**config.mk**
```make
export PLATFORM = sky130hd
export DESIGN_NAME = pamux_top
export DESIGN_NICKNAME = d
export VERILOG_FILES = /design/src/include/pamux_pkg.sv /design/src/pamux_top.sv
export SDC_FILE = /design/constraint.sdc
export NUM_CORES = 1
export LEC_CHECK = 0
export BUFFER_PORTS_ARGS = -buffer_cell sky130_fd_sc_hd__buf_2
export CAP_MARGIN = 10
export CORE_ASPECT_RATIO = 1.1
export CORE_MARGIN = 4
export CORE_UTILIZATION = 52
export DETAILED_ROUTE_END_ITERATION = 16
export PLACE_DENSITY_LB_ADDON = 0.2
export SYNTH_ARGS = -nofsm -noshare
export SYNTH_HDL_FRONTEND = slang
export SYNTH_SLANG_ARGS = --single-unit
```
**constraint.sdc**
```tcl
create_clock -name hclk -period 2.76 [get_ports hclk]
set_input_delay 0.552 -clock hclk [delete_from_list [all_inputs] [get_ports hclk]]
set_output_delay 0.552 -clock hclk [all_outputs]
set_load 0.005 [all_outputs]
```
**src/include/pamux_pkg.sv**
```systemverilog
`default_nettype none

package pamux_pkg;

  // ----------------------------------------------------------------
  // geometry
  // ----------------------------------------------------------------
  localparam int          NUM_PADS   = 8;
  localparam int          PAD_IDX_W  = 3;
  localparam int          NUM_ROUTED = 2;   // modules with several candidate pads
  localparam int          STAT_W     = NUM_PADS + 1;

  // pad roles (test port pads, nmi pad, wakeup pads)
  localparam int          TDI_PAD    = 0;   // port c bit 0
  localparam int          TDO_PAD    = 1;   // port c bit 1
  localparam int          TCK_PAD    = 2;   // port h bit 9
  localparam int          TMS_PAD    = 3;   // port h bit 10
  localparam int          NMI_PAD    = 5;
  localparam int          NMI_STAT_BIT = NUM_PADS;
  localparam logic [7:0]  WAKE_MASK  = 8'hC0;

  // ----------------------------------------------------------------
  // register map (byte addresses)
  // ----------------------------------------------------------------
  localparam logic [11:0] CFG_BASE   = 12'h000;  // one word per pad
  localparam logic [11:0] ISS_OFF    = 12'h040;  // input pad select fields
  localparam logic [11:0] GPO_OFF    = 12'h044;  // gpio output data
  localparam logic [11:0] GPI_OFF    = 12'h048;  // synchronised pad levels
  localparam logic [11:0] STAT_OFF   = 12'h04C;  // sticky events, write one to clear
  localparam logic [11:0] MASK_OFF   = 12'h050;
  localparam int          ISS_FLD_W  = 4;        // select field pitch in the word

  // ----------------------------------------------------------------
  // alternate function codes and pad configuration layout
  // ----------------------------------------------------------------
  localparam logic [1:0]  AF_ZERO    = 2'h0;     // general-purpose i/o
  localparam logic [1:0]  AF_TEST    = 2'h2;     // test port function
  localparam int          CFG_W      = 7;

  typedef struct packed {
    logic       nmi_sel;               // bit 6
    logic       pull_up;               // bit 5
    logic       pull_en;               // bit 4
    logic       obe;                   // bit 3, gpio output enable
    logic       input_buffer_enable;   // bit 2
    logic [1:0] alt_func_select;       // bits 1:0
  } pamux_cfg_s;

  typedef struct packed {
    logic out;
    logic oe;
    logic pull_en;
    logic pull_up;
  } pamux_drive_s;

  localparam pamux_cfg_s CFG_GPIO    = '{1'b0, 1'b0, 1'b0, 1'b0, 1'b0, AF_ZERO};
  localparam pamux_cfg_s CFG_TEST_IN = '{1'b0, 1'b0, 1'b0, 1'b0, 1'b1, AF_TEST};
  localparam pamux_cfg_s CFG_TEST_PU = '{1'b0, 1'b1, 1'b1, 1'b0, 1'b1, AF_TEST};
  localparam pamux_cfg_s CFG_TEST_OUT = '{1'b0, 1'b0, 1'b0, 1'b0, 1'b0, AF_TEST};

  // reset configuration of each pad
  function automatic pamux_cfg_s reset_cfg(input int idx);
    case (idx)
      TDI_PAD:          reset_cfg = CFG_TEST_IN;
      TDO_PAD:          reset_cfg = CFG_TEST_OUT;
      TCK_PAD, TMS_PAD: reset_cfg = CFG_TEST_PU;
      default:          reset_cfg = CFG_GPIO;
    endcase
  endfunction

endpackage

`default_nettype wire

```
**src/pamux_top.sv**
```systemverilog
// Functional notes
// - two-bit field picks output function zero..three
// - inputs reachable only with input buffer enabled; the GPI_OFF register reads synchronised pad levels ungated
// - function field steers outputs only, never inputs
// - inputs fan out; select fields pick pads
// - nmi selection overrides the function field
// - after reset pads are gpio except test
// - port c bits 0,1 reset to tdi,tdo
// - port h bits 9,10 reset tck,tms pulled up
// - tdo pad input, no pull, in standby
// - wakeup pads also raise external interrupts
//
// The AHB-Lite interface to the registers and the address map are this design's own decisions.
`timescale 1ns/10ps
`default_nettype none

module pamux_top (
  // clock and reset
  input  wire  logic                                       hclk,
  input  wire  logic                                       hresetn,
  // ahb-lite slave
  input  wire  logic                                       hsel,
  input  wire  logic [31:0]                                haddr,
  input  wire  logic [1:0]                                 htrans,
  input  wire  logic                                       hwrite,
  input  wire  logic [2:0]                                 hsize,
  input  wire  logic [31:0]                                hwdata,
  input  wire  logic                                       hready,
  output logic       [31:0]                                hrdata,
  output logic                                             hreadyout,
  output logic                                             hresp,
  // package pads
  input  wire  logic [pamux_pkg::NUM_PADS-1:0]             pad_in,
  output logic       [pamux_pkg::NUM_PADS-1:0]             pad_out,
  output logic       [pamux_pkg::NUM_PADS-1:0]             pad_oe,
  output logic       [pamux_pkg::NUM_PADS-1:0]             pad_pull_en,
  output logic       [pamux_pkg::NUM_PADS-1:0]             pad_pull_up,
  // peripheral output functions one..three per pad
  input  wire  logic [pamux_pkg::NUM_PADS-1:0][3:1]        alt_data,
  input  wire  logic [pamux_pkg::NUM_PADS-1:0][3:1]        alt_oe,
  // power mode, asynchronous level
  input  wire  logic                                       standby,
  // peripheral inputs
  output logic       [pamux_pkg::NUM_PADS-1:0]             periph_in,
  output logic       [pamux_pkg::NUM_ROUTED-1:0]           routed_in,
  output logic                                             nmi_out,
  output logic       [pamux_pkg::NUM_PADS-1:0]             wakeup_out,
  output logic                                             irq
);

  localparam int N = pamux_pkg::NUM_PADS;

  // ----------------------------------------------------------------
  // input synchronisers
  // ----------------------------------------------------------------
  logic [N-1:0] pad_meta_r;
  logic [N-1:0] pad_sync_r;
  logic         stby_meta_r;
  logic         stby_r;

  // pad levels and standby are asynchronous to hclk
  always_ff @(posedge hclk or negedge hresetn) begin
    if (!hresetn) begin
      pad_meta_r  <= '0;
      pad_sync_r  <= '0;
      stby_meta_r <= 1'b0;
      stby_r      <= 1'b0;
    end else begin
      pad_meta_r  <= pad_in;
      pad_sync_r  <= pad_meta_r;
      stby_meta_r <= standby;
      stby_r      <= stby_meta_r;
    end
  end

  // ----------------------------------------------------------------
  // ahb-lite slave front end
  // ----------------------------------------------------------------
  logic        addr_phase;
  logic        wr_pend_r;
  logic [11:0] wr_addr_r;
  logic [31:0] rd_mux;
  logic [31:0] hrdata_r;

  // every transfer completes with zero wait states and okay
  assign hreadyout  = 1'b1;
  assign hresp      = 1'b0;
  assign hrdata     = hrdata_r;
  assign addr_phase = hsel & hready & htrans[1];

  // writes land in the data phase, when hwdata stands
  always_ff @(posedge hclk or negedge hresetn) begin
    if (!hresetn) begin
      wr_pend_r <= 1'b0;
      wr_addr_r <= 12'h000;
    end else begin
      wr_pend_r <= addr_phase & hwrite;
      wr_addr_r <= haddr[11:0];
    end
  end

  function automatic logic wr_hit(input logic [11:0] off);
    wr_hit = wr_pend_r && (wr_addr_r == off);
  endfunction

  function automatic logic [11:0] cfg_addr(input int idx);
    cfg_addr = pamux_pkg::CFG_BASE + 12'(idx * 4);
  endfunction

  // ----------------------------------------------------------------
  // configuration registers
  // ----------------------------------------------------------------
  pamux_pkg::pamux_cfg_s                                      cfg_r [N];
  logic [pamux_pkg::NUM_ROUTED-1:0][pamux_pkg::PAD_IDX_W-1:0] iss_r;
  logic [N-1:0]                                               gpo_r;
  logic [pamux_pkg::STAT_W-1:0]                               stat_r;
  logic [pamux_pkg::STAT_W-1:0]                               mask_r;
  logic [pamux_pkg::STAT_W-1:0]                               stat_ev;

  // pad configuration; test pads come up in their test function
  always_ff @(posedge hclk or negedge hresetn) begin
    if (!hresetn) begin
      for (int i = 0; i < N; i++) begin
        cfg_r[i] <= pamux_pkg::reset_cfg(i);
      end
    end else begin
      for (int i = 0; i < N; i++) begin
        if (wr_hit(cfg_addr(i))) begin
          cfg_r[i] <= hwdata[pamux_pkg::CFG_W-1:0];
        end
      end
    end
  end

  // input pad selects, gpio data and interrupt mask
  always_ff @(posedge hclk or negedge hresetn) begin
    if (!hresetn) begin
      iss_r  <= '0;
      gpo_r  <= '0;
      mask_r <= '0;
    end else begin
      for (int k = 0; k < pamux_pkg::NUM_ROUTED; k++) begin
        if (wr_hit(pamux_pkg::ISS_OFF)) begin
          iss_r[k] <= hwdata[k*pamux_pkg::ISS_FLD_W +: pamux_pkg::PAD_IDX_W];
        end
      end
      if (wr_hit(pamux_pkg::GPO_OFF)) begin
        gpo_r <= hwdata[N-1:0];
      end
      if (wr_hit(pamux_pkg::MASK_OFF)) begin
        mask_r <= hwdata[pamux_pkg::STAT_W-1:0];
      end
    end
  end

  // sticky status; an event in the clearing cycle survives
  always_ff @(posedge hclk or negedge hresetn) begin
    if (!hresetn) begin
      stat_r <= '0;
    end else if (wr_hit(pamux_pkg::STAT_OFF)) begin
      stat_r <= (stat_r & ~hwdata[pamux_pkg::STAT_W-1:0]) | stat_ev;
    end else begin
      stat_r <= stat_r | stat_ev;
    end
  end

  // read data is fetched in the address phase and stands in the data phase
  always_comb begin
    rd_mux = 32'h0000_0000;
    for (int i = 0; i < N; i++) begin
      if (haddr[11:0] == cfg_addr(i)) begin
        rd_mux[pamux_pkg::CFG_W-1:0] = cfg_r[i];
      end
    end
    for (int k = 0; k < pamux_pkg::NUM_ROUTED; k++) begin
      if (haddr[11:0] == pamux_pkg::ISS_OFF) begin
        rd_mux[k*pamux_pkg::ISS_FLD_W +: pamux_pkg::PAD_IDX_W] = iss_r[k];
      end
    end
    case (haddr[11:0])
      pamux_pkg::GPO_OFF:  rd_mux[N-1:0] = gpo_r;
      pamux_pkg::GPI_OFF:  rd_mux[N-1:0] = pad_sync_r;
      pamux_pkg::STAT_OFF: rd_mux[pamux_pkg::STAT_W-1:0] = stat_r;
      pamux_pkg::MASK_OFF: rd_mux[pamux_pkg::STAT_W-1:0] = mask_r;
      default: ;
    endcase
  end

  // unmapped addresses read as zero
  always_ff @(posedge hclk or negedge hresetn) begin
    if (!hresetn) begin
      hrdata_r <= 32'h0000_0000;
    end else if (addr_phase && !hwrite) begin
      hrdata_r <= rd_mux;
    end
  end

  // ----------------------------------------------------------------
  // output selection
  // ----------------------------------------------------------------
  pamux_pkg::pamux_drive_s drv [N];
  pamux_pkg::pamux_drive_s drv_r [N];

  // nmi first, then function field; standby parks tdo as a bare input
  always_comb begin
    for (int i = 0; i < N; i++) begin
      drv[i].pull_en = cfg_r[i].pull_en;
      drv[i].pull_up = cfg_r[i].pull_up;
      if (cfg_r[i].nmi_sel) begin
        drv[i].out = 1'b0;
        drv[i].oe  = 1'b0;
      end else if (cfg_r[i].alt_func_select == pamux_pkg::AF_ZERO) begin
        drv[i].out = gpo_r[i];
        drv[i].oe  = cfg_r[i].obe;
      end else begin
        drv[i].out = alt_data[i][cfg_r[i].alt_func_select];
        drv[i].oe  = alt_oe[i][cfg_r[i].alt_func_select];
      end
      if (i == pamux_pkg::TDO_PAD && stby_r) begin
        drv[i].oe      = 1'b0;
        drv[i].pull_en = 1'b0;
      end
    end
  end

  // pad controls leave from flip-flops so the pads see no glitches
  always_ff @(posedge hclk or negedge hresetn) begin
    if (!hresetn) begin
      for (int i = 0; i < N; i++) begin
        drv_r[i] <= '{1'b0, 1'b0, 1'b0, 1'b0};
      end
    end else begin
      for (int i = 0; i < N; i++) begin
        drv_r[i] <= drv[i];
      end
    end
  end

  always_comb begin
    for (int i = 0; i < N; i++) begin
      pad_out[i]     = drv_r[i].out;
      pad_oe[i]      = drv_r[i].oe;
      pad_pull_en[i] = drv_r[i].pull_en;
      pad_pull_up[i] = drv_r[i].pull_up;
    end
  end

  // ----------------------------------------------------------------
  // input routing and events
  // ----------------------------------------------------------------
  logic [N-1:0]                        gated;
  logic [N-1:0]                        gated_r;
  logic [N-1:0]                        gated_prev_r;
  logic [pamux_pkg::NUM_ROUTED-1:0]    routed_r;
  logic                                nmi_lvl;
  logic                                nmi_r;
  logic                                irq_r;

  // input path ignores the function field entirely
  always_comb begin
    for (int i = 0; i < N; i++) begin
      gated[i] = pad_sync_r[i] & cfg_r[i].input_buffer_enable;
    end
  end

  assign nmi_lvl = gated[pamux_pkg::NMI_PAD] & cfg_r[pamux_pkg::NMI_PAD].nmi_sel;

  // wakeup pads raise interrupt events on a rising level
  always_comb begin
    stat_ev = '0;
    stat_ev[N-1:0] = pamux_pkg::WAKE_MASK & gated & ~gated_prev_r;
    stat_ev[pamux_pkg::NMI_STAT_BIT] = nmi_lvl & ~nmi_r;
  end

  // every module sees every pad; selectors pick one candidate
  always_ff @(posedge hclk or negedge hresetn) begin
    if (!hresetn) begin
      gated_r      <= '0;
      gated_prev_r <= '0;
      routed_r     <= '0;
      nmi_r        <= 1'b0;
      irq_r        <= 1'b0;
    end else begin
      gated_r      <= gated;
      gated_prev_r <= gated;
      for (int k = 0; k < pamux_pkg::NUM_ROUTED; k++) begin
        routed_r[k] <= gated[iss_r[k]];
      end
      nmi_r <= nmi_lvl;
      irq_r <= |((stat_r | stat_ev) & mask_r);
    end
  end

  assign periph_in  = gated_r;
  assign routed_in  = routed_r;
  assign nmi_out    = nmi_r;
  assign wakeup_out = gated_r & pamux_pkg::WAKE_MASK;
  assign irq        = irq_r;

  // ----------------------------------------------------------------
  // assertions
  // ----------------------------------------------------------------
  localparam int P = 4;   // a plain functional pad used for checks
  localparam int W = 6;   // a wakeup pad used for checks
endmodule // pamux_top

`default_nettype wire

```
==> flow_summary_export.csv <==
group,metric,value,unit
global_route,grt_usage,0.2472,
timing,clock_skew,0.005403,ns
floorplanning,ioPinCount,217,
cells_and_area,antennaDiodeCount,0,
yosys,ys_ff_latch,172,
routing,post-route-drc-count,0,
cts,cts_tree,"built",
power,pwr-share-comb,0.069,
cells_and_area,drive_gt1_frac,0.4384,
cts,clock-sinks,172,
power,leakagePower,4.403,nW
power,power,5.425,mW
global_route,grt_max_degree,63,
setup_path,r2r_slack,0.53,ns
power,clkPwrFrac,0.443,
cts,clkSlewWorstSetupHoldPaths,0.07,ns
floorplanning,core-area,0.01445,mm²
run,max-cap-violations,0,
routing,routed_wl,19780,µm
yosys,synth_top_area_frac,0.5251,
timing,fin_worst_hold_slack,0.1029,ns
setup_path,rr_startpoint,"wr_addr_r[5]",
timing,fin_setup_tns,0,ns
setup_path,reg2reg_depth,4,
global_route,met3_usage,0.05597,
setup_path,r2r-end,"cfg_r[55]",
cts,cts-root-buf,"clkbuf_16",
yosys,yosys_most_used_dff,"dfrtp_1",
yosys,ys_async_sr_fraction,1.000,
routing,drtAntennaViolNets,0,
timing,clock.fmax,0.4489,GHz
yosys,ys_seq_area_frac,0.5628,
yosys,ys_top_cells_by_area,"dfrtp_1 53%, mux2_2 12%, mux4_2 7.3%",
floorplanning,rows,46,
yosys,avgSynthCellArea,13.27,µm²
yosys,yosysTopAreaCell,"dfrtp_1",
timing,hold_violations,0,
cells_and_area,final_nets,857,
yosys,netlist_area,0.007672,mm²
global_route,globalRouteMet1Util,0.3252,
yosys,synthDistinctLibCells,63,
floorplanning,dieArea,0.01676,mm²
setup_path,crit_family,"simple AND/OR/NAND/NOR gates",
global_route,overflow,0,
power,internal_power,4.189,mW
cells_and_area,area_growth,19.26,%
placed_design,pre_cts_ws,0.2011,ns
cells_and_area,num-fill-cells,1135,
setup_path,worst-path-max-fanout,7,
timing,slew-limit-headroom,0.5181,
cts,insertion_delay,0.43,ns
cells_and_area,most-common-layout-cells,"161 x dfrtp_1, 137 x buf_2, 81 x mux2_2, 37 x nand2_1, 31 x conb_1",
yosys,synth_cells,578,
setup_path,crit_type,"flop to flop",
routing,drtIter0Drc,419,
setup_path,critical_path.startpoint_type,"flop",
floorplanning,die_w,123.8,µm
power,power-per-cell-area,592.9,mW/mm²
hold_path,hold_path_class,"input port to asynchronous set/reset pin",
power,ir_drop,0.3956,mV
floorplanning,initial_utilization,0.5311,
floorplanning,die_height,135.4,µm
cells_and_area,final_common_cell,"dfrtp_1",
power,switching_share,0.2279,
timing,period_minus_slack,2.228,ns
timing,tightest_slew,0.7228,ns
cts,cts_resized,0,
power,p_seq_frac,0.488,
timing,finalSetupViolations,0,
global_route,busiest_layer,"met2",
run_status,status,"finished clean",
routing,routed_via_density,5.677,
setup_path,required,3.07,ns
setup_path,crit_arrival,2.54,ns
global_route,use_met2,0.4025,
routing,firstDrtPassIters,5,
setup_path,path_cells,"nor3_1 > nor3b_1 > nand3_1 > mux2_2",
cts,htreeDepth,4,
setup_path,end_kind,"flop",
global_route,grt_antenna_before_repair,1,
cts,post_cts_buffers,0,
cts,cts.path.max_buffers,2,
timing,rsz0062_at_grt,"false",
yosys,synth-edff-count,0,
timing,finalMaxSlewViolations,0,
timing,period_share,0.8071,
placed_design,io_buffers,138,
setup_path,cpMaxStageDelayCell,"nand3_1",
routing,num_vias,5285,
power,switching_power,1.236,mW
setup_path,critPathBufInv,0,
cts,cts_buffers,17,
cts,cts_hold_buf,0,
global_route,grt_pass1_vias,5335,
yosys,ys_warn_count,0,
timing,finalWorstSetupSlack,0.5323,ns
placed_design,dp_hpwl,14540,µm
setup_path,slowest_delay,0.53,ns
routing,route.detailed.wl_per_inst,21.24,µm
placed_design,place.gp.congestion,0.9577,
global_route,grt_pass1_wl,30320,µm
-- cells in the mapped netlist, types with 6 or more instances --
cell type	count
a21boi_0	7
a22oi_1	10
nor2b_1	25
mux4_2	25
dfstp_2	11
nand3_1	7
nand2_1	37
o21ai_0	15
buf_4	33
mux2_2	81
mux2i_1	11
a21oi_1	6
inv_1	15
clkbuf_1	16
dfrtp_1	161
nor2_1	26
-- worst max path at each step --
stage,slack [ns],end,from,cells after the start
3_5_place_dp,0.20,hrdata[2],haddr[9],6
6_report,0.53,cfg_r[55],wr_addr_r[5],4
2_1_floorplan,0.51,hrdata[0],haddr[9],7
5_1_grt,0.35,cfg_r[3],wr_addr_r[5],5
4_1_cts,0.52,cfg_r[0],wr_addr_r[5],5
3_3_place_gp,0.26,hrdata[0],haddr[9],6
-- routing by layer --
layer	vias up	wire, µm	part of all wire
met3	43	1451	0.073
met4	2	591	0.030
li1	2328	-	-
met5	-	13	0.00066
met1	2675	7867	0.40
met2	237	9853	0.50
-- cells by family (layout without fill, tap and decap cells) --
family / after synthesis / after routing / share of synthesized area
buf+inv: 74 / 206 / 0.05414
compound gates: 78 / 78 / 0.07404
simple gates: 135 / 135 / 0.1014
mux: 117 / 117 / 0.2066
flops: 172 / 172 / 0.5628
other cells: 2 / 31 / 0.0009788
-- power groups by stage --
stage,Combinational (mW),Clock [mW],Sequential (mW)
6_report,0.376,2.40,2.65
5_1_grt,0.415,2.56,2.65
4_1_cts,0.378,2.44,2.65
3_5_place_dp,0.377,0,2.69
3_3_place_gp,0.367,0,2.69
2_1_floorplan,0.209,0,2.67
-- sequential cells by signal, summed over array words and instances, names as in the netlist, 9 cells and up --
| signal | cells |
|---|---|
| hrdata | 9 |
| cfg_r | 56 |
| wr_addr_r | 12 |
| mask_r | 9 |
| stat_r | 9 |
-- metrics by stage --
| step | std cells | cell area, µm² | util |
|---|---|---|---|
| 2_1_floorplan | 607 | 7781 | - |
| 3_3_place_gp | 899 | 8551 | 0.5919 |
| 3_5_place_dp | 899 | 8551 | 0.5919 |
| 4_1_cts | 931 | 9150 | 0.6334 |
| 5_1_grt | 931 | 9150 | 0.6334 |
| 6_report | 931 | 9150 | 0.6334 |
-- worst reg2reg max path: cells and delay by family (launching register included) --
family,cells,cell delay [ns]
simple gates,3,1.28
mux,1,0.47
flops,1,0.36
-- final cells by class --
type,instances,area (µm²),area share
repair buffers,158,884.6,0.09668
multi-input cells,361,3048,0.3331
clock inverters,9,111.4,0.01217
well taps,192,240.2,0.02625
flip-flops and latches,172,4318,0.4719
clock buffers,23,488.0,0.05333
inverters,16,60.06,0.006564
Power figures use the tool's default switching activity.
